## src/shared/cca_defines.vh

```
// Purpose: constants for the clear channel assessment block
// Assumes: 8-bit register port, 125 MHz digital clock
// Notes: time figures kept in their own units, cycle counts derived
`ifndef CCA_DEFINES_VH
`define CCA_DEFINES_VH
`define CCA_REG_STATUS 6'h01
`define CCA_REG_CHAN_CTRL 6'h08
`define CCA_REG_THRESHOLD 6'h09
`define CCA_REG_RX_SYNC 6'h15
`define ASSESSMENT_COMPLETE_FLAG_BIT 7
`define CCA_IDLE_BIT 6
`define CCA_START_BIT 7
`define ASSESSMENT_MODE_SELECT_HI 6
`define ASSESSMENT_MODE_SELECT_LO 5
`define CCA_PDT_DIS_BIT 7
`define ASSESSMENT_MODE_SELECT_RESET 2'h1
`define CCA_CHAN_RESET 5'h0b
`define THRESHOLD_REGISTER_HI_RESET 4'hc
`define THRESHOLD_REGISTER_RESET 4'h7
`define ASSESSMENT_MODE_SELECT_OR 2'h0
`define ASSESSMENT_MODE_SELECT_ED 2'h1
`define ASSESSMENT_MODE_SELECT_CS 2'h2
`define ASSESSMENT_MODE_SELECT_AND 2'h3
`define CCA_STATE_RX_ON 5'h06
`define CCA_STATE_BUSY_RX 5'h01
`define CCA_CLK_MHZ 125
`define CCA_SYMBOL_NS 16000
`define CCA_SYMBOLS 8
`define CCA_SYMBOL_CYCLES ((`CCA_SYMBOL_NS * `CCA_CLK_MHZ) / 1000)
`define CCA_RESULT_MAX_US 180
`define CCA_RESULT_MAX_CYCLES (`CCA_RESULT_MAX_US * `CCA_CLK_MHZ)
`define CCA_ED_STEP_DB 2
`endif

```

## src/design/cca_symbol_timer.v

```verilog
// Purpose: symbol-period enable divider and symbol counter
// Assumes: one clock, synchronous active-low reset
// Notes: restart reloads the count so a window always spans whole symbols
`timescale 1ns/10ps
`default_nettype none
`include "cca_defines.vh"
module cca_symbol_timer #(
   parameter SYMBOL_CYCLES = `CCA_SYMBOL_CYCLES,
   parameter SYMBOLS = `CCA_SYMBOLS
) (
   input wire ref_clk,
   input wire rst_b,
   input wire restart,
   input wire run,
   output reg window_end
);
   reg [11:0] cyc;
   reg [3:0] sym;
   always @(posedge ref_clk) begin
      if (!rst_b) begin
         cyc <= 12'h000;
         sym <= 4'h0;
         window_end <= 1'b0;
      end else if (restart || !run) begin
         cyc <= 12'h000;
         sym <= 4'h0;
         window_end <= 1'b0;
      end else begin
         window_end <= 1'b0;
         if (cyc == SYMBOL_CYCLES - 1) begin
            cyc <= 12'h000;
            if (sym == SYMBOLS - 1) begin
               sym <= 4'h0;
               window_end <= 1'b1;
            end else begin
               sym <= sym + 4'h1;
            end
         end else begin
            cyc <= cyc + 12'h001;
         end
      end
   end
endmodule // cca_symbol_timer
`default_nettype wire

```

## src/design/cca_core.v

```verilog
// Purpose: clear channel assessment: request, evaluation window, flags and register port
// Assumes: radio state, carrier detect, energy level and sync-header events come from the receiver
// Notes: energy engine and radio state machine live outside; this block only judges the channel
`timescale 1ns/10ps
`default_nettype none
`include "cca_defines.vh"
// What this block does
// - mode 1: busy when any energy exceeds the threshold
// - mode 2: busy only on a compliant carrier, any strength
// - mode 0 ORs carrier and energy; mode 3 ANDs them
// - basic mode, receive state: writing start bit begins a measurement
// - eight symbols (128us) window, result within 180us of request except while waiting on an automated energy run
// - every manual assessment ends with the measure-done pulse
// - threshold is floor reference plus 2 dB per field step
// - a new request clears the complete and idle flags
// - complete flag set when the measurement cycle ends
// - idle flag one if nothing detected, else zero
// - carrier modes flag busy on a mode-specific signal above floor
// - request outside receive states: done pulse and flag, no measurement
// - receive-listen: eight symbols, result on done pulse or flag
// - receive-busy: mode 2 immediate; others wait only while an automated energy run is active, else immediate
// - one automated energy run per frame after sync header
// - status: complete bit 7, idle bit 6, bit 5 zero, state 4:0
// - start bit reads zero and clears itself
// - mode select at bits 6:5, resets to mode 1
// - energy threshold field resets to 0x7
module cca_core #(
   parameter SYMBOL_CYCLES = `CCA_SYMBOL_CYCLES,
   parameter SYMBOLS = `CCA_SYMBOLS
) (
   input wire ref_clk,
   input wire rst_b,
   input wire [5:0] reg_addr,
   input wire reg_wr,
   input wire [7:0] reg_wdata,
   output reg [7:0] reg_rdata,
   input wire [4:0] radio_state_code,
   input wire extended_mode,
   input wire carrier_detect,
   input wire [7:0] energy_level,
   input wire sync_header,
   input wire auto_ed_done,
   output reg measure_done_interrupt,
   output reg preamble_detect_disable,
   output reg [4:0] channel
);
   localparam ST_IDLE = 2'h0;
   localparam ST_LISTEN = 2'h1;
   localparam ST_WAIT_ED = 2'h2;

   reg [1:0] state;
   reg [1:0] assessment_mode_select;
   reg [3:0] energy_threshold_field;
   reg [3:0] thres_hi;
   reg [6:0] rx_sync_low;
   reg assessment_complete_flag;
   reg channel_idle_flag;
   reg busy_seen;
   reg auto_ed_running;
   reg auto_ed_used;
   wire window_end;

   // energy codes are 1 dB per step; the field counts 2 dB steps
   function energy_busy;
      input [7:0] level;
      input [3:0] thres;
      begin
         energy_busy = level > ({4'h0, thres} * `CCA_ED_STEP_DB);
      end
   endfunction

   function judge_busy;
      input [1:0] mode;
      input cs;
      input ed;
      begin
         case (mode)
            `ASSESSMENT_MODE_SELECT_OR: judge_busy = cs | ed;
            `ASSESSMENT_MODE_SELECT_ED: judge_busy = ed;
            `ASSESSMENT_MODE_SELECT_CS: judge_busy = cs;
            `ASSESSMENT_MODE_SELECT_AND: judge_busy = cs & ed;
            default: judge_busy = 1'b0;
         endcase
      end
   endfunction

   wire start_wr = reg_wr && reg_addr == `CCA_REG_CHAN_CTRL && reg_wdata[`CCA_START_BIT];
   wire in_rx = radio_state_code == `CCA_STATE_RX_ON || radio_state_code == `CCA_STATE_BUSY_RX;
   wire valid_req = in_rx && !extended_mode;
   wire now_busy = judge_busy(assessment_mode_select, carrier_detect,
      energy_busy(energy_level, energy_threshold_field));
   // the request write also sets the mode, so an immediate result must judge with the written mode
   wire [1:0] req_mode = reg_wdata[`ASSESSMENT_MODE_SELECT_HI:`ASSESSMENT_MODE_SELECT_LO];
   wire req_busy = judge_busy(req_mode, carrier_detect,
      energy_busy(energy_level, energy_threshold_field));

   cca_symbol_timer #(
      .SYMBOL_CYCLES(SYMBOL_CYCLES),
      .SYMBOLS(SYMBOLS)
   ) u_timer (
      .ref_clk(ref_clk),
      .rst_b(rst_b),
      .restart(start_wr),
      .run(state == ST_LISTEN),
      .window_end(window_end)
   );

   // one automated energy run per frame, started by the sync header
   always @(posedge ref_clk) begin
      if (!rst_b) begin
         auto_ed_running <= 1'b0;
         auto_ed_used <= 1'b0;
      end else begin
         if (radio_state_code != `CCA_STATE_BUSY_RX) begin
            auto_ed_used <= 1'b0;
            auto_ed_running <= 1'b0;
         end else if (sync_header && !auto_ed_used) begin
            auto_ed_running <= 1'b1;
            auto_ed_used <= 1'b1;
         end else if (auto_ed_done) begin
            auto_ed_running <= 1'b0;
         end
      end
   end

   always @(posedge ref_clk) begin
      if (!rst_b) begin
         state <= ST_IDLE;
         assessment_complete_flag <= 1'b0;
         channel_idle_flag <= 1'b0;
         busy_seen <= 1'b0;
         measure_done_interrupt <= 1'b0;
      end else begin
         measure_done_interrupt <= 1'b0;
         if (start_wr) begin
            assessment_complete_flag <= 1'b0;
            channel_idle_flag <= 1'b0;
            busy_seen <= 1'b0;
            if (!valid_req) begin
               // no measurement, but software still sees completion
               assessment_complete_flag <= 1'b1;
               measure_done_interrupt <= 1'b1;
               state <= ST_IDLE;
            end else if (radio_state_code == `CCA_STATE_RX_ON) begin
               state <= ST_LISTEN;
            end else if (req_mode == `ASSESSMENT_MODE_SELECT_CS || !auto_ed_running) begin
               channel_idle_flag <= !req_busy;
               assessment_complete_flag <= 1'b1;
               measure_done_interrupt <= 1'b1;
               state <= ST_IDLE;
            end else begin
               state <= ST_WAIT_ED;
            end
         end else begin
            case (state)
               ST_LISTEN: begin
                  if (now_busy) begin
                     busy_seen <= 1'b1;
                  end
                  if (window_end) begin
                     channel_idle_flag <= !(busy_seen || now_busy);
                     assessment_complete_flag <= 1'b1;
                     measure_done_interrupt <= 1'b1;
                     state <= ST_IDLE;
                  end
               end
               ST_WAIT_ED: begin
                  if (!auto_ed_running) begin
                     channel_idle_flag <= !now_busy;
                     assessment_complete_flag <= 1'b1;
                     measure_done_interrupt <= 1'b1;
                     state <= ST_IDLE;
                  end
               end
               default: state <= ST_IDLE;
            endcase
         end
      end
   end

   // control registers; the start bit is never stored
   always @(posedge ref_clk) begin
      if (!rst_b) begin
         assessment_mode_select <= `ASSESSMENT_MODE_SELECT_RESET;
         channel <= `CCA_CHAN_RESET;
         energy_threshold_field <= `THRESHOLD_REGISTER_RESET;
         thres_hi <= `THRESHOLD_REGISTER_HI_RESET;
         preamble_detect_disable <= 1'b0;
         rx_sync_low <= 7'h00;
      end else if (reg_wr) begin
         if (reg_addr == `CCA_REG_CHAN_CTRL) begin
            assessment_mode_select <= reg_wdata[`ASSESSMENT_MODE_SELECT_HI:`ASSESSMENT_MODE_SELECT_LO];
            channel <= reg_wdata[4:0];
         end
         if (reg_addr == `CCA_REG_THRESHOLD) begin
            thres_hi <= reg_wdata[7:4];
            energy_threshold_field <= reg_wdata[3:0];
         end
         if (reg_addr == `CCA_REG_RX_SYNC) begin
            preamble_detect_disable <= reg_wdata[`CCA_PDT_DIS_BIT];
            rx_sync_low <= reg_wdata[6:0];
         end
      end
   end

   always @(posedge ref_clk) begin
      if (!rst_b) begin
         reg_rdata <= 8'h00;
      end else begin
         case (reg_addr)
            `CCA_REG_STATUS: reg_rdata <= {assessment_complete_flag, channel_idle_flag, 1'b0,
               radio_state_code};
            `CCA_REG_CHAN_CTRL: reg_rdata <= {1'b0, assessment_mode_select, channel};
            `CCA_REG_THRESHOLD: reg_rdata <= {thres_hi, energy_threshold_field};
            `CCA_REG_RX_SYNC: reg_rdata <= {preamble_detect_disable, rx_sync_low};
            default: reg_rdata <= 8'h00;
         endcase
      end
   end
endmodule // cca_core
`default_nettype wire

```

## config.mk

```make
export PLATFORM = sky130hd
export DESIGN_NAME = cca_core
export DESIGN_NICKNAME = d
export VERILOG_FILES = /design/src/design/cca_symbol_timer.v /design/src/design/cca_core.v
export VERILOG_INCLUDE_DIRS = /design/src /design/src/shared
export SDC_FILE = /design/constraint.sdc
export NUM_CORES = 1
export LEC_CHECK = 0
export ABC_AREA = 0
export BUFFER_PORTS_ARGS = -buffer_cell sky130_fd_sc_hd__buf_2
export CAP_MARGIN = 0
export CORE_ASPECT_RATIO = 0.8
export CORE_MARGIN = 2
export CORE_UTILIZATION = 31
export DETAILED_ROUTE_END_ITERATION = 10
export HOLD_SLACK_MARGIN = 0.15
export PLACE_DENSITY = 0.53
export SYNTH_ARGS = -nofsm -noshare
export SYNTH_HDL_FRONTEND = slang
export SYNTH_SLANG_ARGS = --single-unit
```

## constraint.sdc

```tcl
create_clock -name ref_clk -period 6.9 [get_ports ref_clk]
set_clock_uncertainty 0.2 [all_clocks]
set_input_delay 0 -clock ref_clk [delete_from_list [all_inputs] [get_ports ref_clk]]
set_output_delay 0 -clock ref_clk [all_outputs]
set_load 0.01 [all_outputs]
```

# After elaboration in Yosys (flattened, before gate mapping)
# Index checks and enable logic that the tools add are counted.
dict set report word_totals {
  reg_bits 56
  latchBits 0
  ram_bits 0
  romBits 0
  inputBits 34
  out_inout_bits 15
  elab_cells 105
  memories 0
}
dict set report op_classes {
  addsub 2
  n_mul 0
  div_mod_pow 0
  magnitude_cmp 1
  n_eq_ne 19
  shift 0
  n_mux 32
  bitwise 4
  reduce_logical 30
}
# operator count
set ops {}
lappend ops {{one-hot mux 8 bit (4 select lines)} 1}
lappend ops {{2-to-1 mux 1 bit} 18}
lappend ops {{adder 12 x 1 -> 12 bit, second input constant} 1}
lappend ops {{== test 12 x 11 -> 1 bit, second input constant} 1}
lappend ops {{== test 6 x 4 -> 1 bit, second input constant} 2}
lappend ops {{2-to-1 mux 2 bit} 6}
lappend ops {{== test 2 bit, second input constant} 5}
lappend ops {{AND reduction 2 bit} 5}
lappend ops {{greater-than comparator 8 x 5 -> 1 bit} 1}
lappend ops {{one-hot mux 1 bit (4 select lines)} 2}
lappend ops {{zero test 1 bit} 7}
lappend ops {{== test 2 x 1 -> 1 bit, second input constant} 3}
lappend ops {{== test 6 x 1 -> 1 bit, second input constant} 1}
lappend ops {{== test 6 x 5 -> 1 bit, second input constant} 1}
lappend ops {{!= test 3 x 2 -> 1 bit, second input constant} 2}
lappend ops {{one-hot mux 1 bit (2 select lines)} 3}
lappend ops {{OR reduction 2 bit} 3}
lappend ops {{OR reduction 3 bit} 2}
lappend ops {{== test 5 x 1 -> 1 bit, second input constant} 1}
lappend ops {{== test 5 x 3 -> 1 bit, second input constant} 1}
lappend ops {{!= test 5 x 1 -> 1 bit, second input constant} 1}
lappend ops {{adder 4 x 1 -> 4 bit, second input constant} 1}
lappend ops {{== test 4 x 3 -> 1 bit, second input constant} 1}
lappend ops {{logical AND 1 bit} 4}
lappend ops {{10 further kinds} 15}

# Longest topological paths before layout
dict set report depth {
  ltp_word 8
  ltp_mapped 7
  depth_no_buf 7
}

# Modules after synthesis
# From an unflattened synthesis, not the netlist that was laid out.
dict set report hier_totals {
  hier_cells 311
  area_unflattened_um2 2707.6
}
# module n_inst cells_each area_per_inst_um2 seq_area_each_um2
set by_module_without_submodules {}
lappend by_module_without_submodules {cca_core 1 226 1929.4 780.7}
lappend by_module_without_submodules {cca_symbol_timer 1 85 778.2 340.3}

# Least setup slack after synthesis
# OpenSTA, ideal clock, no wires.
dict set report synth_timing {
  path_type {flip-flop to flip-flop}
  start {reg energy_threshold_field[3]}
  end {reg channel_idle_flag}
  setup_time_ps 74
  arrival_ps 1885
  t_required_ps 6626
  setup_slack_ps 4741
  path_stages_with_launch 8
  n_path_buf 0
  period_less_slack_ps 2159
  cell_sequence {dfxtp_1 > inv_1 > ha_1 > or4_4 > o41ai_2 > a211oi_1 > a221o_1 > a31oi_1}
}
dict set report synth_via {
  elab_chain_len 8
  word_cells_on_any_way 16
  classes_between {order compare: 1; mux: 9; bitwise: 2; reduce/logical: 4}
}
# element line_no
set synth_rtl {}
lappend synth_rtl {{start, declared} cca_core.v:53} ;# reg [3:0] energy_threshold_field;
lappend synth_rtl {{start signal, assigned} cca_core.v:186} ;# energy_threshold_field <= `THRESHOLD_REGISTER_RESET;
lappend synth_rtl {{start signal, assigned} cca_core.v:197} ;# energy_threshold_field <= reg_wdata[3:0];
lappend synth_rtl {{greater-than comparator 8 x 5 -> 1 bit (*)} cca_core.v:68} ;# energy_busy = level > ({4'h0, thres} * `CCA_ED_STEP_DB);
lappend synth_rtl {{AND 1 bit or OR 1 bit (tied branches)} {cca_core.v:81, cca_core.v:78}}
lappend synth_rtl {{one-hot mux 1 bit (4 select lines)} cca_core.v:77} ;# case (mode)
lappend synth_rtl {{logical OR 1 bit or zero test 1 bit (tied branches)} {cca_core.v:161, cca_core.v:147}}
lappend synth_rtl {{zero test 1 bit or 2-to-1 mux 1 bit (tied branches)} {cca_core.v:161, cca_core.v:146}}
lappend synth_rtl {{2-to-1 mux 1 bit, on equally long branches} {cca_core.v:160, cca_core.v:144}}
lappend synth_rtl {{one-hot mux 1 bit (2 select lines) or 2-to-1 mux 1 bit (tied branches)} {cca_core.v:155, cca_core.v:139}}
lappend synth_rtl {{2-to-1 mux 1 bit (*)} cca_core.v:135} ;# if (start_wr) begin
lappend synth_rtl {{end signal, assigned} cca_core.v:147} ;# channel_idle_flag <= !req_busy;
lappend synth_rtl {{end signal, assigned} cca_core.v:161} ;# channel_idle_flag <= !(busy_seen || now_busy);
lappend synth_rtl {{end signal, assigned} cca_core.v:169} ;# channel_idle_flag <= !now_busy;
lappend synth_rtl {{end, declared} cca_core.v:57} ;# reg channel_idle_flag;
# Mark *: on every way between the ends. The rest lies on a longest branch, timed or not. The select of a mux whose other input is x is not followed.
# A chain may end at the register's enable or synchronous reset.

# Worst setup path in the final report
dict set report layout_timing {
  start {in reg_addr[5]}
  end {reg thres_hi[3]}
}
dict set report layout_via {
  elab_chain_len 2
}
# element line_no
set layout_rtl {}
lappend layout_rtl {{start, declared} cca_core.v:33} ;# input wire [5:0] reg_addr,
lappend layout_rtl {{== test 6 x 4 -> 1 bit} n/a}
lappend layout_rtl {{AND reduction 2 bit (no source line)} n/a}
lappend layout_rtl {{end signal, assigned} cca_core.v:187} ;# thres_hi <= `THRESHOLD_REGISTER_HI_RESET;
lappend layout_rtl {{end signal, assigned} cca_core.v:196} ;# thres_hi <= reg_wdata[7:4];
lappend layout_rtl {{end, declared} cca_core.v:54} ;# reg [3:0] thres_hi;
# Every way passes these cells.

==> results.txt <==
CP startpoint = reg_addr[5]
I/O Buffers = 48
TritonCTS buffer count = 5
clock latency at the later pin of the worst-skew pair = 320 ps
drt first-iter violations = 135
TNS Setup = 0 ps
Design Area, Final = 0.00349 mm2
Avg Synthesized Cell Area = 8.81 um2
unrepaired setup endpoints after global routing = no
number of distinct library cells after synthesis = 44
final hold violations = 0
initial antenna violation count = 0
commonest cells after routing, fill and taps aside = dfxtp_1 (56), buf_2 (48), dlygate4sd3_1 (40)
Post-Syn Nets = 340
Finished Layout Cells = 491
reg2reg end = channel_idle_flag
die width = 107 um
CTS clk-pin slew, worst paths = 120 ps
clk buf depth = 2
Synth area leaders = dfxtp_1 (43%), mux2i_1 (6.1%), nand2_1 (5.4%), nor2_1 (4.0%), ha_1 (3.8%)
Max-slew headroom = 0.623
Hold Crit Start = reg_addr[4]
Startpoint Class = input port
total placed cells including tap cells = 443
fmax = 295 MHz
r2r startpoint = energy_threshold_field[3]
worst reg2reg setup slack = 4580 ps
vias in the first global route = 2228
worst slew pin tran = 564 ps
I/O Pins = 49
clock tree root buffer cell = clkbuf_8
maximum vdd drop = 0.0873 mV
synthesized flop and latch total = 56
clk sink count = 56
Core Rows = 29
crit path kind = input port to register
Vias per Instance = 4.81
Synth async-reset ratio = 0
Synth Flop Type = dfxtp_1
synthesis-to-layout area growth = 33.1%
CTS tree = done
iteration count of the initial detailed-routing pass = 4
gr ovfl total = 0
Seq/Total Area, Yosys = 0.427
placer congestion estimate = 0.806
Avg WL per Cell = 13.5 um
drt drc = 0
Die Area = 0.00922 mm2
Worst Path Max Fanout = 11
core area = 0.00809 mm2
DP Wirelength = 4720 um
Post-DP Area = 0.00296 mm2
layout cell share with drive strength beyond 1 = 0.183
run status = complete, no violations
Final setup viols = 0
Synth Cell Area = 0.00263 mm2
total track usage = 0.151
n_diodes = 0
Max Slew Vio Count = 0
HP Class = input port to register
Vias = 2360
Tot Pwr = 632 uW
WHS = 190 ps
initial core utilization = 0.324
crit share post-route = 0.491
CP Data Required Time = 6930 ps
Yosys top cell area share = 0.427
crit end category = register
commonest non-fill, non-tap cell in the layout = dfxtp_1
Final min period = 3390 ps
drt total wl = 6650 um
first-pass GRT wire length = 11000 um
nets@finish = 424
worst path arrival time = 3410 ps
Pwr Density = 181 mW/mm2
number of nets with antenna violations after routing = 0
Leak = 0.00144 uW
R2R depth = 7
crit path capture = thres_hi[3]
area leader, netlist = dfxtp_1
number of synthesized flops with an enable pin = 0
Mapped Cells = 298
max_cap viols = 0
largest net degree at the start of global routing = 34
Synthesis Warnings = 0
die height = 86.3 um
CTS H-tree lvls = 2
## sequential cells by signal, summed over array words and instances (netlist names), 2 cells and up
register	count
u_timer.cyc	12
reg_rdata	8
rx_sync_low	7
channel	5
energy_threshold_field	4
thres_hi	4
u_timer.sym	4
assessment_mode_select	2
state	2
## worst min path at each step
stage | to | cells past startpoint
3_3_place_gp | auto_ed_used | 3
2_1_floorplan | auto_ed_used | 2
5_1_grt | busy_seen | 5
3_5_place_dp | auto_ed_used | 3
4_1_cts | busy_seen | 5
6_report | busy_seen | 5
## stage by stage
step	setup WS, ps	util
after floorplan	4740	-
after global placement	4650	0.365
after detailed placement	4610	0.365
after CTS	3530	0.432
after global routing	3260	0.432
final	3510	0.432
## report_power, final
group | switching [uW] | total (uW) | internal (uW)
clock network | 114 | 260 | 146
registers | 0.482 | 324 | 324
logic | 22.2 | 47.7 | 25.6
total | 137 | 632 | 496
## critical path, cell delays in order
cell and delay (ps):
dlygate4sd3_1 530, buf_2 140, nor4_1 470, and2_1 490, nand3_2 370, mux2i_1 240
dlygate4sd3_1 560, nand2_1 50, dlygate4sd3_1 560
## metal layers
metal | up-vias | track usage | part of all wire
met3 | 7 | 0.0271 | 0.063
li1 | 1205 | - | -
met1 | 1089 | 0.229 | 0.52
met2 | 59 | 0.217 | 0.41
met5 | - | 0 | 0
met4 | 0 | 0.0460 | 0.013
## synthesized netlist by cell type, types with 8 or more instances
cell / n
nor2_1: 28
clkbuf_1: 9
nand3_1: 19
inv_1: 14
mux2i_1: 16
a21oi_1: 10
ha_1: 8
nor2b_1: 8
nand2_1: 38
dfxtp_1: 56
a21boi_0: 8
## kinds of logic after synthesis
logic type | synth area share
simple gates | 0.256
buf+inv | 0.0367
flops | 0.427
mux | 0.0910
fa+ha+maj | 0.0381
xor+xnor | 0.0367
compound gates | 0.114
## repair_timing
action / in CTS / in global routing
hold endpoints to repair: 41 / 0
buffers inserted: 0 / 0
gates resized for setup: 0 / 0
hold buffers: 40 / 0
## area by class of cell
| class | instances | area, um2 |
|---|---|---|
| clock buffers | 5 | 68.8 |
| well taps | 108 | 135 |
| repair buffers | 88 | 641 |
| fillers | 807 | 4600 |
| multi-input cells | 217 | 1410 |
| inverters | 14 | 52.6 |
| clock inverters | 3 | 68.8 |
| flip-flops and latches | 56 | 1120 |
No activity file was read; power rests on OpenSTA's default activity.
